**src/verilog/icc_pkg.sv**
```systemverilog
/*
 package for the input capture channel block: register map, field layout,
 mode codes, reset values and carrier structs.
 assumes: one 250 MHz clock, synchronous active-high reset, plain register port.
*/
//
// Contract
// RULE_01: five capture modes chosen by mode field
// RULE_02: mode selects prescale; off clears edge counter
// RULE_03: any reset clears prescaler edge counter
// RULE_04: per-channel fifo of four 16-bit captures
// RULE_05: not-empty set on capture until drained
// RULE_06: buffer read returns oldest, shifts rest
// RULE_07: fifth capture when full sets overflow, dropped
// RULE_08: after overflow no capture until buffer drained
// RULE_09: software ignores data of an empty read
// RULE_10: control bit 7 selects first or second timer
// RULE_11: reset selects second timer as time base
// RULE_12: up to eight independent channels instantiable
// RULE_13: both-edge mode flags irq on every edge
// RULE_14: both-edge mode ignores irq count field
// RULE_15: both-edge mode never raises overflow
// RULE_16: bits 6:5 pick captures per interrupt
// RULE_17: mode 111 rising edge wakes, timer independent
// RULE_18: capture writes selected timer count to tail
package icc_pkg;
   localparam int unsigned DATA_W        = 16;
   localparam int unsigned FIFO_DEPTH    = 4;
   localparam int unsigned ADDR_W        = 8;
   // per-channel register stride and offsets, then block irq status and mask addresses
   localparam logic [7:0]  CH_STRIDE     = 8'h04;
   localparam logic [1:0]  OFS_BUF       = 2'h0;
   localparam logic [1:0]  OFS_CTRL      = 2'h1;
   localparam logic [7:0]  OFS_IRQ_STAT  = 8'h80;
   localparam logic [7:0]  OFS_IRQ_MASK  = 8'h81;
   // control fields
   localparam int unsigned MODE_LSB      = 0;
   localparam int unsigned NE_BIT        = 3;
   localparam int unsigned OV_BIT        = 4;
   localparam int unsigned ICNT_LSB      = 5;
   localparam int unsigned TSEL_BIT      = 7;
   localparam logic        TSEL_RST      = 1'b1;
   localparam logic [2:0]  MODE_RST      = 3'h0;
   localparam logic [1:0]  ICNT_RST      = 2'h0;
   localparam logic [3:0]  PRE_16        = 4'hF;
   localparam logic [3:0]  PRE_4         = 4'h3;

   typedef enum logic [2:0] {
      ICC_OFF    = 3'h0,
      ICC_BOTH   = 3'h1,
      ICC_FALL   = 3'h2,
      ICC_RISE   = 3'h3,
      ICC_RISE4  = 3'h4,
      ICC_RISE16 = 3'h5,
      ICC_RSV    = 3'h6,
      ICC_WAKE   = 3'h7
   } icc_mode_t;

   typedef struct packed {
      logic       timebase_sel;
      logic [1:0] irq_count_sel;
      icc_mode_t  capture_mode_sel;
   } icc_cfg_t;

   typedef struct packed {
      logic              buf_not_empty;
      logic              capture_overflow;
      logic              capture_irq_flag;
      logic              wake;
      logic [DATA_W-1:0] rdata;
   } icc_stat_t;
endpackage

```
**src/verilog/icc_chan.sv**
```systemverilog
/*
 one input capture channel: edge detect, prescaler, four-word fifo,
 overflow and interrupt counting.
 assumes: pin and timer counts synchronous to clk; pop only on a buffer read.
*/
// The strobed register port and the register addresses were chosen for this implementation.
`timescale 1ns/1ns
module icc_chan #(
   parameter int unsigned DEPTH = icc_pkg::FIFO_DEPTH
) (
   input  wire logic                      clk,
   input  wire logic                      rst,
   input  wire logic                      pin,
   input  wire logic [icc_pkg::DATA_W-1:0] tmr_a,
   input  wire logic [icc_pkg::DATA_W-1:0] tmr_b,
   input  icc_pkg::icc_cfg_t              cfg,
   input  wire logic                      pop,
   output icc_pkg::icc_stat_t             stat
);
   typedef struct packed {
      logic                                 pin_q;
      logic [3:0]                           pre_q;
      logic [1:0]                           icnt_q;
      logic [$clog2(DEPTH+1)-1:0]           cnt_q;
      logic [DEPTH-1:0][icc_pkg::DATA_W-1:0] mem_q;
      logic                                 ov_q;
      logic                                 irq_q;
      logic                                 wake_q;
   } icc_chan_st_t;

   icc_chan_st_t s_q;
   icc_chan_st_t s_d;

   always_comb begin
      logic rise;
      logic fall;
      logic cap;
      logic irq;
      logic [icc_pkg::DATA_W-1:0] ts;
      s_d  = s_q;
      rise = pin & ~s_q.pin_q;
      fall = ~pin & s_q.pin_q;
      cap  = 1'b0;
      irq  = 1'b0;
      ts   = cfg.timebase_sel ? tmr_b : tmr_a; // RULE_10
      s_d.pin_q  = pin;
      s_d.wake_q = 1'b0;
      unique case (cfg.capture_mode_sel) // RULE_01
         icc_pkg::ICC_OFF: begin
            s_d.pre_q = '0; // RULE_02
         end
         icc_pkg::ICC_BOTH: cap = rise | fall;
         icc_pkg::ICC_FALL: cap = fall;
         icc_pkg::ICC_RISE: cap = rise;
         icc_pkg::ICC_RISE4, icc_pkg::ICC_RISE16: begin
            if (rise) begin
               s_d.pre_q = s_q.pre_q + 4'h1; // RULE_02
               if (s_q.pre_q == ((cfg.capture_mode_sel == icc_pkg::ICC_RISE4) ? icc_pkg::PRE_4 : icc_pkg::PRE_16)) begin
                  s_d.pre_q = '0;
                  cap = 1'b1;
               end
            end
         end
         icc_pkg::ICC_WAKE: begin
            s_d.wake_q = rise; // RULE_17
            irq = rise;
         end
         icc_pkg::ICC_RSV: cap = 1'b0;
      endcase
      // pop: oldest out, rest move forward
      if (pop && s_q.cnt_q != '0) begin
         for (int i = 0; i < DEPTH - 1; i++) begin
            s_d.mem_q[i] = s_q.mem_q[i+1]; // RULE_06
         end
         s_d.cnt_q = s_q.cnt_q - 1'b1;
         if (s_q.cnt_q == 1) begin
            s_d.ov_q = 1'b0; // RULE_08
         end
      end
      if (cap) begin
         if (cfg.capture_mode_sel == icc_pkg::ICC_BOTH) begin
            irq = 1'b1; // RULE_13 RULE_14
         end else if (s_q.icnt_q == cfg.irq_count_sel) begin
            irq = 1'b1; // RULE_16
            s_d.icnt_q = '0;
         end else begin
            s_d.icnt_q = s_q.icnt_q + 2'h1;
         end
         if (s_q.ov_q) begin
            s_d.mem_q = s_d.mem_q; // RULE_08
         end else if (s_q.cnt_q == DEPTH[$bits(s_q.cnt_q)-1:0] && !(pop)) begin
            if (cfg.capture_mode_sel != icc_pkg::ICC_BOTH) begin
               s_d.ov_q = 1'b1; // RULE_07 RULE_15
            end
         end else begin
            s_d.mem_q[s_d.cnt_q[$clog2(DEPTH)-1:0]] = ts; // RULE_18 RULE_04
            s_d.cnt_q = s_d.cnt_q + 1'b1;
         end
      end
      s_d.irq_q = irq;
   end

   always_ff @(posedge clk) begin
      if (rst) begin
         s_q <= '0; // RULE_03
      end else begin
         s_q <= s_d;
      end
   end

   assign stat.buf_not_empty    = (s_q.cnt_q != '0); // RULE_05
   assign stat.capture_overflow = s_q.ov_q;
   assign stat.capture_irq_flag = s_q.irq_q;
   assign stat.wake             = s_q.wake_q;
   assign stat.rdata            = s_q.mem_q[0]; // RULE_09
endmodule // icc_chan

```
**src/verilog/icc_top.sv**
```systemverilog
/*
 input capture block top: up to eight channels, register port,
 sticky interrupt status with mask, wake output.
 assumes: timer counts come from an outside time base, synchronous to clk.
*/
`timescale 1ns/1ns
module icc_top #(
   parameter int unsigned NCH = 4
) (
   input  wire logic                            clk,
   input  wire logic                            rst,
   input  wire logic [NCH-1:0]                  cap_pin,
   input  wire logic [icc_pkg::DATA_W-1:0]      tmr_first,
   input  wire logic [icc_pkg::DATA_W-1:0]      tmr_second,
   input  wire logic [icc_pkg::ADDR_W-1:0]      addr,
   input  wire logic [icc_pkg::DATA_W-1:0]      wdata,
   input  wire logic                            wr,
   input  wire logic                            rd,
   output logic      [icc_pkg::DATA_W-1:0]      rdata,
   output logic                                 irq,
   output logic                                 wake
);
   typedef struct packed {
      icc_pkg::icc_cfg_t [NCH-1:0] cfg_q;
      logic [NCH-1:0]              sts_q;
      logic [NCH-1:0]              msk_q;
      logic [icc_pkg::DATA_W-1:0]  rdata_q;
      logic                        irq_q;
      logic                        wake_q;
   } icc_top_st_t;

   icc_top_st_t        s_q;
   icc_top_st_t        s_d;
   icc_pkg::icc_stat_t [NCH-1:0] st;
   logic [NCH-1:0]     pop;

   for (genvar g = 0; g < NCH; g++) begin : g_ch // RULE_12
      assign pop[g] = rd && addr == icc_pkg::ADDR_W'(g * icc_pkg::CH_STRIDE + icc_pkg::OFS_BUF);
      icc_chan #(.DEPTH(icc_pkg::FIFO_DEPTH)) u_ch (
         .clk   (clk),
         .rst   (rst),
         .pin   (cap_pin[g]),
         .tmr_a (tmr_first),
         .tmr_b (tmr_second),
         .cfg   (s_q.cfg_q[g]),
         .pop   (pop[g]),
         .stat  (st[g])
      );
   end

   always_comb begin
      logic [NCH-1:0] ev;
      logic [NCH-1:0] wk;
      s_d = s_q;
      s_d.rdata_q = '0;
      ev = '0;
      wk = '0;
      for (int i = 0; i < NCH; i++) begin
         ev[i] = st[i].capture_irq_flag;
         wk[i] = st[i].wake;
         if (wr && addr == icc_pkg::ADDR_W'(i * icc_pkg::CH_STRIDE + icc_pkg::OFS_CTRL)) begin
            s_d.cfg_q[i].capture_mode_sel = icc_pkg::icc_mode_t'(wdata[icc_pkg::MODE_LSB +: 3]); // RULE_01
            s_d.cfg_q[i].irq_count_sel    = wdata[icc_pkg::ICNT_LSB +: 2]; // RULE_16
            s_d.cfg_q[i].timebase_sel     = wdata[icc_pkg::TSEL_BIT]; // RULE_10
         end
         if (rd && addr == icc_pkg::ADDR_W'(i * icc_pkg::CH_STRIDE + icc_pkg::OFS_BUF)) begin
            s_d.rdata_q = st[i].rdata;
         end
         if (rd && addr == icc_pkg::ADDR_W'(i * icc_pkg::CH_STRIDE + icc_pkg::OFS_CTRL)) begin
            s_d.rdata_q[icc_pkg::MODE_LSB +: 3]  = s_q.cfg_q[i].capture_mode_sel;
            s_d.rdata_q[icc_pkg::NE_BIT]         = st[i].buf_not_empty; // RULE_05
            s_d.rdata_q[icc_pkg::OV_BIT]         = st[i].capture_overflow; // RULE_07
            s_d.rdata_q[icc_pkg::ICNT_LSB +: 2]  = s_q.cfg_q[i].irq_count_sel;
            s_d.rdata_q[icc_pkg::TSEL_BIT]       = s_q.cfg_q[i].timebase_sel;
         end
      end
      if (rd && addr == icc_pkg::OFS_IRQ_STAT) begin
         s_d.rdata_q[NCH-1:0] = s_q.sts_q;
      end
      if (rd && addr == icc_pkg::OFS_IRQ_MASK) begin
         s_d.rdata_q[NCH-1:0] = s_q.msk_q;
      end
      if (wr && addr == icc_pkg::OFS_IRQ_MASK) begin
         s_d.msk_q = wdata[NCH-1:0];
      end
      // write one clears; a new event wins
      if (wr && addr == icc_pkg::OFS_IRQ_STAT) begin
         s_d.sts_q = s_q.sts_q & ~wdata[NCH-1:0];
      end
      s_d.sts_q  = s_d.sts_q | ev;
      s_d.irq_q  = |(s_d.sts_q & s_d.msk_q);
      s_d.wake_q = |(wk & s_q.msk_q); // RULE_17
   end

   always_ff @(posedge clk) begin
      if (rst) begin
         for (int i = 0; i < NCH; i++) begin
            s_q.cfg_q[i].capture_mode_sel <= icc_pkg::ICC_OFF;
            s_q.cfg_q[i].irq_count_sel    <= icc_pkg::ICNT_RST;
            s_q.cfg_q[i].timebase_sel     <= icc_pkg::TSEL_RST; // RULE_11
         end
         s_q.sts_q   <= '0;
         s_q.msk_q   <= '0;
         s_q.rdata_q <= '0;
         s_q.irq_q   <= 1'b0;
         s_q.wake_q  <= 1'b0;
      end else begin
         s_q <= s_d;
      end
   end

   assign rdata = s_q.rdata_q;
   assign irq   = s_q.irq_q;
   assign wake  = s_q.wake_q;
endmodule // icc_top

```
**config.mk**
```make
export PLATFORM = sky130hd
export DESIGN_NAME = icc_top
export DESIGN_NICKNAME = d
export VERILOG_FILES = /design/src/verilog/icc_pkg.sv /design/src/verilog/icc_chan.sv /design/src/verilog/icc_top.sv
export SDC_FILE = /design/constraint.sdc
export NUM_CORES = 1
export LEC_CHECK = 0
export CAP_MARGIN = 0
export CORE_AREA = 3 3 182 184
export DETAILED_ROUTE_END_ITERATION = 8
export DIE_AREA = 0 0 185 187
export DONT_BUFFER_PORTS = 1
export PLACE_DENSITY_LB_ADDON = 0.2
export SETUP_SLACK_MARGIN = 0.15
export SLEW_MARGIN = 20
export SYNTH_ARGS = -nofsm -noshare
export SYNTH_HDL_FRONTEND = slang
export SYNTH_SLANG_ARGS = --single-unit
```
**constraint.sdc**
```tcl
create_clock -name clk -period 2.8 [get_ports clk]
set_input_delay 0.14 -clock clk [delete_from_list [all_inputs] [get_ports clk]]
set_output_delay 0.14 -clock clk [all_outputs]
set_load 0.03 [all_outputs]
```
# Word level (Yosys, flattened, before mapping)
# Cells that the tools add are included.
# W data, S select, Z words.
[op_classes]
bitwise = 37
eq_ne = 57
n_reduce_logical = 63
magnitude_cmp = 8
mux = 116
addsub = 16
[op_table]
columns = ["op", "count"]
rows = [
  ["$mux W68", 4],
  ["$mux W67", 4],
  ["$bwmux W64", 4],
  ["$mux W64", 4],
  ["$mux W49", 4],
  ["$mux W16", 12],
  ["$demux W16 S2", 4],
  ["$mux W4", 16],
  ["$eq A3 B3 Y1 const B", 16],
  ["$mux W1", 40],
  ["$eq A8 B4 Y1 const B", 4],
  ["$mux W8", 4],
  ["$pmux W4 S2", 4],
  ["$logic_and A1 B1 Y1", 28],
  ["$eq A3 B1 Y1 const B", 8],
  ["$eq A3 B2 Y1 const B", 8],
  ["$mux W3", 8],
  ["$not A1 Y1", 20],
  ["$add A4 B1 Y4 const B", 4],
  ["$eq A4 B4 Y1", 4],
  ["$eq A8 B3 Y1 const B", 2],
  ["$eq A8 B8 Y1 const B", 2],
  ["$pmux W1 S4", 4],
  ["$reduce_and A2 Y1", 8],
  ["23 further kinds", 81],
]
[totals]
regBits = 358
wordCells = 358

# Depth between registers and ports, before layout
[depth]
word_depth = 12
depth_mapped = 14
depth_no_buf = 12

# By module
# From an unflattened synthesis, not the netlist that was laid out.
[unflattened]
hier_cells = 2297
area_unflattened_um2 = 19670.1
[modules_own_cells]
columns = ["mod", "seq_area_each_um2", "area_each_um2", "instances", "cells_per_inst"]
rows = [
  ["icc_chan at g_ch[1].u_ch ...", 1541.5, 4189.0, 2, 474],
  ["icc_chan at g_ch[0].u_ch", 1541.5, 4349.2, 1, 482],
  ["icc_chan at g_ch[3].u_ch", 1541.5, 3990.1, 1, 507],
  ["icc_top", 1001.0, 2952.8, 1, 360],
]

# Worst setup path before layout
# Ideal clock, no wire load.
[synth_path]
kind = "input to register"
start = "input port addr[5] (netlist bit)"
end = "register (tool-made name)"
required_ns = 2.670
slack_ns = -0.034
stages = 14
t_arrival_ns = 2.703
setup_time_ns = 0.130
path_cell_list = "or3_1 -> buf_2 -> nor4_4 -> and3_1 -> clkbuf_1 -> buf_4 -> xnor2_1 -> inv_1 -> ha_1 -> or4b_1 -> clkbuf_1 -> clkbuf_1 -> nand3b_1 -> o31ai_1"
[synth_lines]
columns = ["item", "line_no", "source"]
rows = [
  ["from (decl)", "icc_top.sv:15", "input wire logic [icc_pkg::ADDR_W-1:0] addr,"],
]

# Worst setup path after layout
[layout_path]
start = "register s_q[38] (netlist bit)"
end = "register g_ch[2].u_ch.s_q (netlist bit g_ch[2].u_ch.stat[18])"
[layout_between]
elab_chain_len = 7
[layout_rtl]
columns = ["item", "line_no", "source"]
rows = [
  ["from (decl)", "icc_top.sv:32", "icc_top_st_t s_q;"],
  ["$eq A3 B3 Y1", "icc_chan.sv:48, icc_chan.sv:58", ""],
  ["$mux W4", "icc_chan.sv:58", "if (s_q.pre_q == ((cfg.capture_mode_sel == icc_pkg::ICC_RISE4) ? icc_pkg::PRE_4 : icc_pkg::PRE_16)) begin"],
  ["$eq A4 B4 Y1", "icc_chan.sv:58", ""],
  ["$mux W1", "icc_chan.sv:58", ""],
  ["$mux W1", "icc_chan.sv:56", "if (rise) begin"],
  ["$pmux W1 S4", "icc_chan.sv:48", "unique case (cfg.capture_mode_sel)"],
  ["$mux W68 (*)", "icc_chan.sv:80", "if (cap) begin"],
  ["to (signal assigned)", "icc_chan.sv:105", "s_q <= '0;"],
  ["to (signal assigned)", "icc_chan.sv:107", "s_q <= s_d;"],
  ["to (decl)", "icc_chan.sv:31", "icc_chan_st_t s_q;"],
]
# Every way passes the cells marked *; elsewhere a longest branch is shown, timed or not.
# A chain may end at the register's enable or synchronous reset.

==> metrics.md <==
| Metric | Value |
|---|---|
| Pwr dens | 474 nW/um2 |
| Total iterations of the first detailed-routing run | 5 |
| Setup violations, final | 0 |
| Max-slew violations | 0 |
| Tot Pwr | 10.8 mW |
| Cell area after synthesis | 18200 um2 |
| I/O pin cnt | 82 |
| Dpl cells | 2343 |
| Peak Freq | 390 MHz |
| Clk slew on worst S/H paths | 60 ps |
| Clk_lat worst skew | 540 ps |
| Max-Cap Viols | 0 |
| WL/cell | 19.1 um |
| Synthesized Nets | 2162 |
| Synth Register Bits | 358 |
| Outcome | finished clean |
| Iteration-0 DRC Markers | 1280 |
| Required @ worst endpoint | 3270 ps |
| Area grow syn2layout | 25.1% |
| Synth top area cells | dfxtp_1, mux2i_1, nand2_1 |
| Synth warn | 0 |
| DRC viols | 0 |
| Type of the most critical hold path | in -> reg |
| Adder-Cell Fraction of Synth Area | 2.75% |
| Post-synth EDFFs | 0 |
| Multiplexer share of the synthesized area | 19.1% |
| Die Y-Extent | 187 um |
| Sequential-to-total area share from yosys stat | 39.4% |
| Compound-Gate Fraction of Synth Area | 13.2% |
| CTS sink count | 358 |
| Critical Path AT | 3040 ps |
| Core ar. | 31600 um2 |
| Final net count | 2362 |
| WHS | 12.5 ps |
| Dpl cell area | 18500 um2 |
| Unrepaired setup endpoints after global routing | no |
| Largest family of logic cells by synthesized area | simple AND/OR/NAND/NOR gates |
| Total congestion overflow | 0 |
| Total number of H-tree levels | 2 |
| Crit share post-route | 91.6% |
| Biggest area consumer among synthesized cells | dfxtp_1 |
| Finished Cell Area | 22700 um2 |
| Antenna violations before repair | 0 |
| Slew of the pin with the lowest slew margin | 841 ps |
| Post-Synth XOR/XNOR Area | 1.25% |
| Vias in the first global route | 16000 |
| Distinct cells, synth | 73 |
| Worst-case clock skew | 18.6 ps |
| Largest net degree at the start of global routing | 258 |
| Post-route ant nets | 0 |
| CP Launch Type | flip-flop |
| Share of cells above drive strength 1 | 11.9% |
| FFs w/ async S/R, synth | 0% |
| Hold Crit Depth | 3 |
| Simple-gate share of the synthesized area | 19.4% |
| Slew HR | 43.9% |
| DP HPWL | 30000 um |
| Final Util | 72.1% |
| DR vias | 15900 |
| Worst Reg2Reg Path Length in Cells | 7 |
| CP endpoint kind | flip-flop |
| Syn Area/Cell | 8.83 um2 |
| Footprint of the multi-input gates | 10300 um2 |
| ANT cells | 0 |
| Global Route Usage Sum | 29.3% |
| CTS Buf Count | 39 |
| Routed vias/inst | 5.90 |
| Gp weighted congestion | 0.923 |
| Chip Width | 185 um |
| Post-Layout Cell Count | 2690 |
| Final Hold Violating Endpoints | 0 |
| Initial core utilization | 57.6% |
| PortBufs | 0 |
| First-pass GRT wire length | 83400 um |
| Root Driver | clkbuf_16 |
| Longest Clk Path Bufs | 3 |
| Die ar. | 34600 um2 |
| Fillers | 2336 |
| Synth top area share | 39.4% |
| Worst vdd ir | 0.606 mV |
| Gate count after technology mapping | 2058 |
| Routed WL | 51500 um |
| Post-synth top flop | dfxtp_1 |
| # rows | 65 |
| Critical path peak fanout | 9 |
| Register area | 7170 um2 |
| Crit Path Class | reg -> reg |
| Leak | 9.91 nW |
| CTS tree | yes |
| Tmin final | 2560 ps |
==> synth_stat cells (all sizes together), types with 2 or more instances <==
cell type,number
a211oi,9
or2,21
nor2b,27
a211o,4
clkbuf,89
nand2,307
or4,2
nor4,3
nor3,17
nor2,149
or4b,2
or3,55
nand4,7
a22oi,20
o21ai,109
xnor2,7
a31oi,8
o21a,2
mux4,4
nor3b,11
o211ai,6
and2,4
xor2,18
mux2i,206
dfxtp,358
o22a,4
a21o,6
a311oi,4
buf,76
nand3b,40
inv,32
o31ai,64
mux2,113
ha,40
a21oi,145
o22ai,6
and3,9
and3b,3
nand3,17
or3b,2
o21bai,4
nand2b,36
==> cell usage in the layout, fill, tap and decap left out, types with 7 or more instances in the layout <==
cell type,count
o21ai_0,106
buf_4,34
or3_1,55
mux2_2,73
nand2_1,300
nand3b_1,40
nor2b_1,26
nand4_1,7
dlygate4sd3_1,272
mux2i_1,204
mux2_4,10
nand2b_1,36
clkbuf_16,40
nor3_1,13
inv_1,30
a22oi_1,20
mux2_1,30
ha_1,36
a211oi_1,8
buf_12,15
a21oi_1,145
or2_2,20
dfxtp_1,354
xor2_1,18
nand3_1,11
clkbuf_8,11
nor2_1,147
o31ai_1,64
clkbuf_1,9
a31oi_1,8
==> cell families (layout without fill, tap and decap cells) <==
logic type	Yosys count	count (layout)
and+or+nand+nor	714	714
xor gates and xnor gates	25	25
buffers and inverters	198	428
AOI/OAI and AO/OA	400	400
adders and majority gates	40	40
muxes	323	323
DFF	358	358
==> stage by stage <==
stage                     setup WS [ps]  TNS, ps
after floorplan                    42.7        0
after global placement            -90.3    -3670
after detailed placement           -226    -8730
after CTS                           171        0
after global routing                126        0
final                               235        0
==> repair_timing <==
| item | CTS | global route |
|---|---|---|
| buffers inserted | 0 | 3 |
| hold endpoints to repair | 358 | 0 |
| resized for setup | 3 | 21 |
| hold buffers | 273 | 0 |
| endpoints found under the setup margin | 48 | 164 |
| pin swaps | 0 | 3 |
==> metal layers <==
layer  up-vias  GRT usage, %  share of wire, %
met5         -             0                 0
met4         0          12.8               4.9
met3       154          4.94               6.3
met2       520          49.0                48
met1      7632          37.0                41
li1       7572             -                 -
==> layout make-up <==
type,instances,area share (%)
clock buffers,60,5.22
well taps,402,2.21
repair buffers,324,14.7
flip-flops and latches,358,31.5
clock inverters,11,0.638
inverters,33,0.545
multi-input cells,1502,45.2
==> worst paths after layout <==
check / startpoint / to / slack (ps)
setup / recovery: s_q[38]$_SDFFE_PP0P_ / g_ch[2].u_ch.stat[18]$_SDFF_PP0_ / 240
setup reg to reg: s_q[38]$_SDFFE_PP0P_ / g_ch[2].u_ch.stat[18]$_SDFF_PP0_ / 240
hold / removal: tmr_second[12] / g_ch[1].u_ch.s_q[31]$_SDFF_PP0_ / 10
hold reg to reg: flip-flop / flip-flop / 490
==> power by group <==
| part | internal, mW | switching [mW] | total (mW) |
|---|---|---|---|
| registers | 5.10 | 0.00565 | 5.10 |
| logic | 0.156 | 0.193 | 0.350 |
| clock network | 3.20 | 2.12 | 5.32 |
| total | 8.46 | 2.32 | 10.8 |
==> critical path: stages (launching register included) <==
cell and delay, ps:
dfxtp_2 370, nor3b_2 210, mux2i_1 110, o32a_1 340
or2_4 280, or4_1 470, a21oi_1 170, dlygate4sd3_1 570
Note: power is estimated with default switching activity, not from simulation.
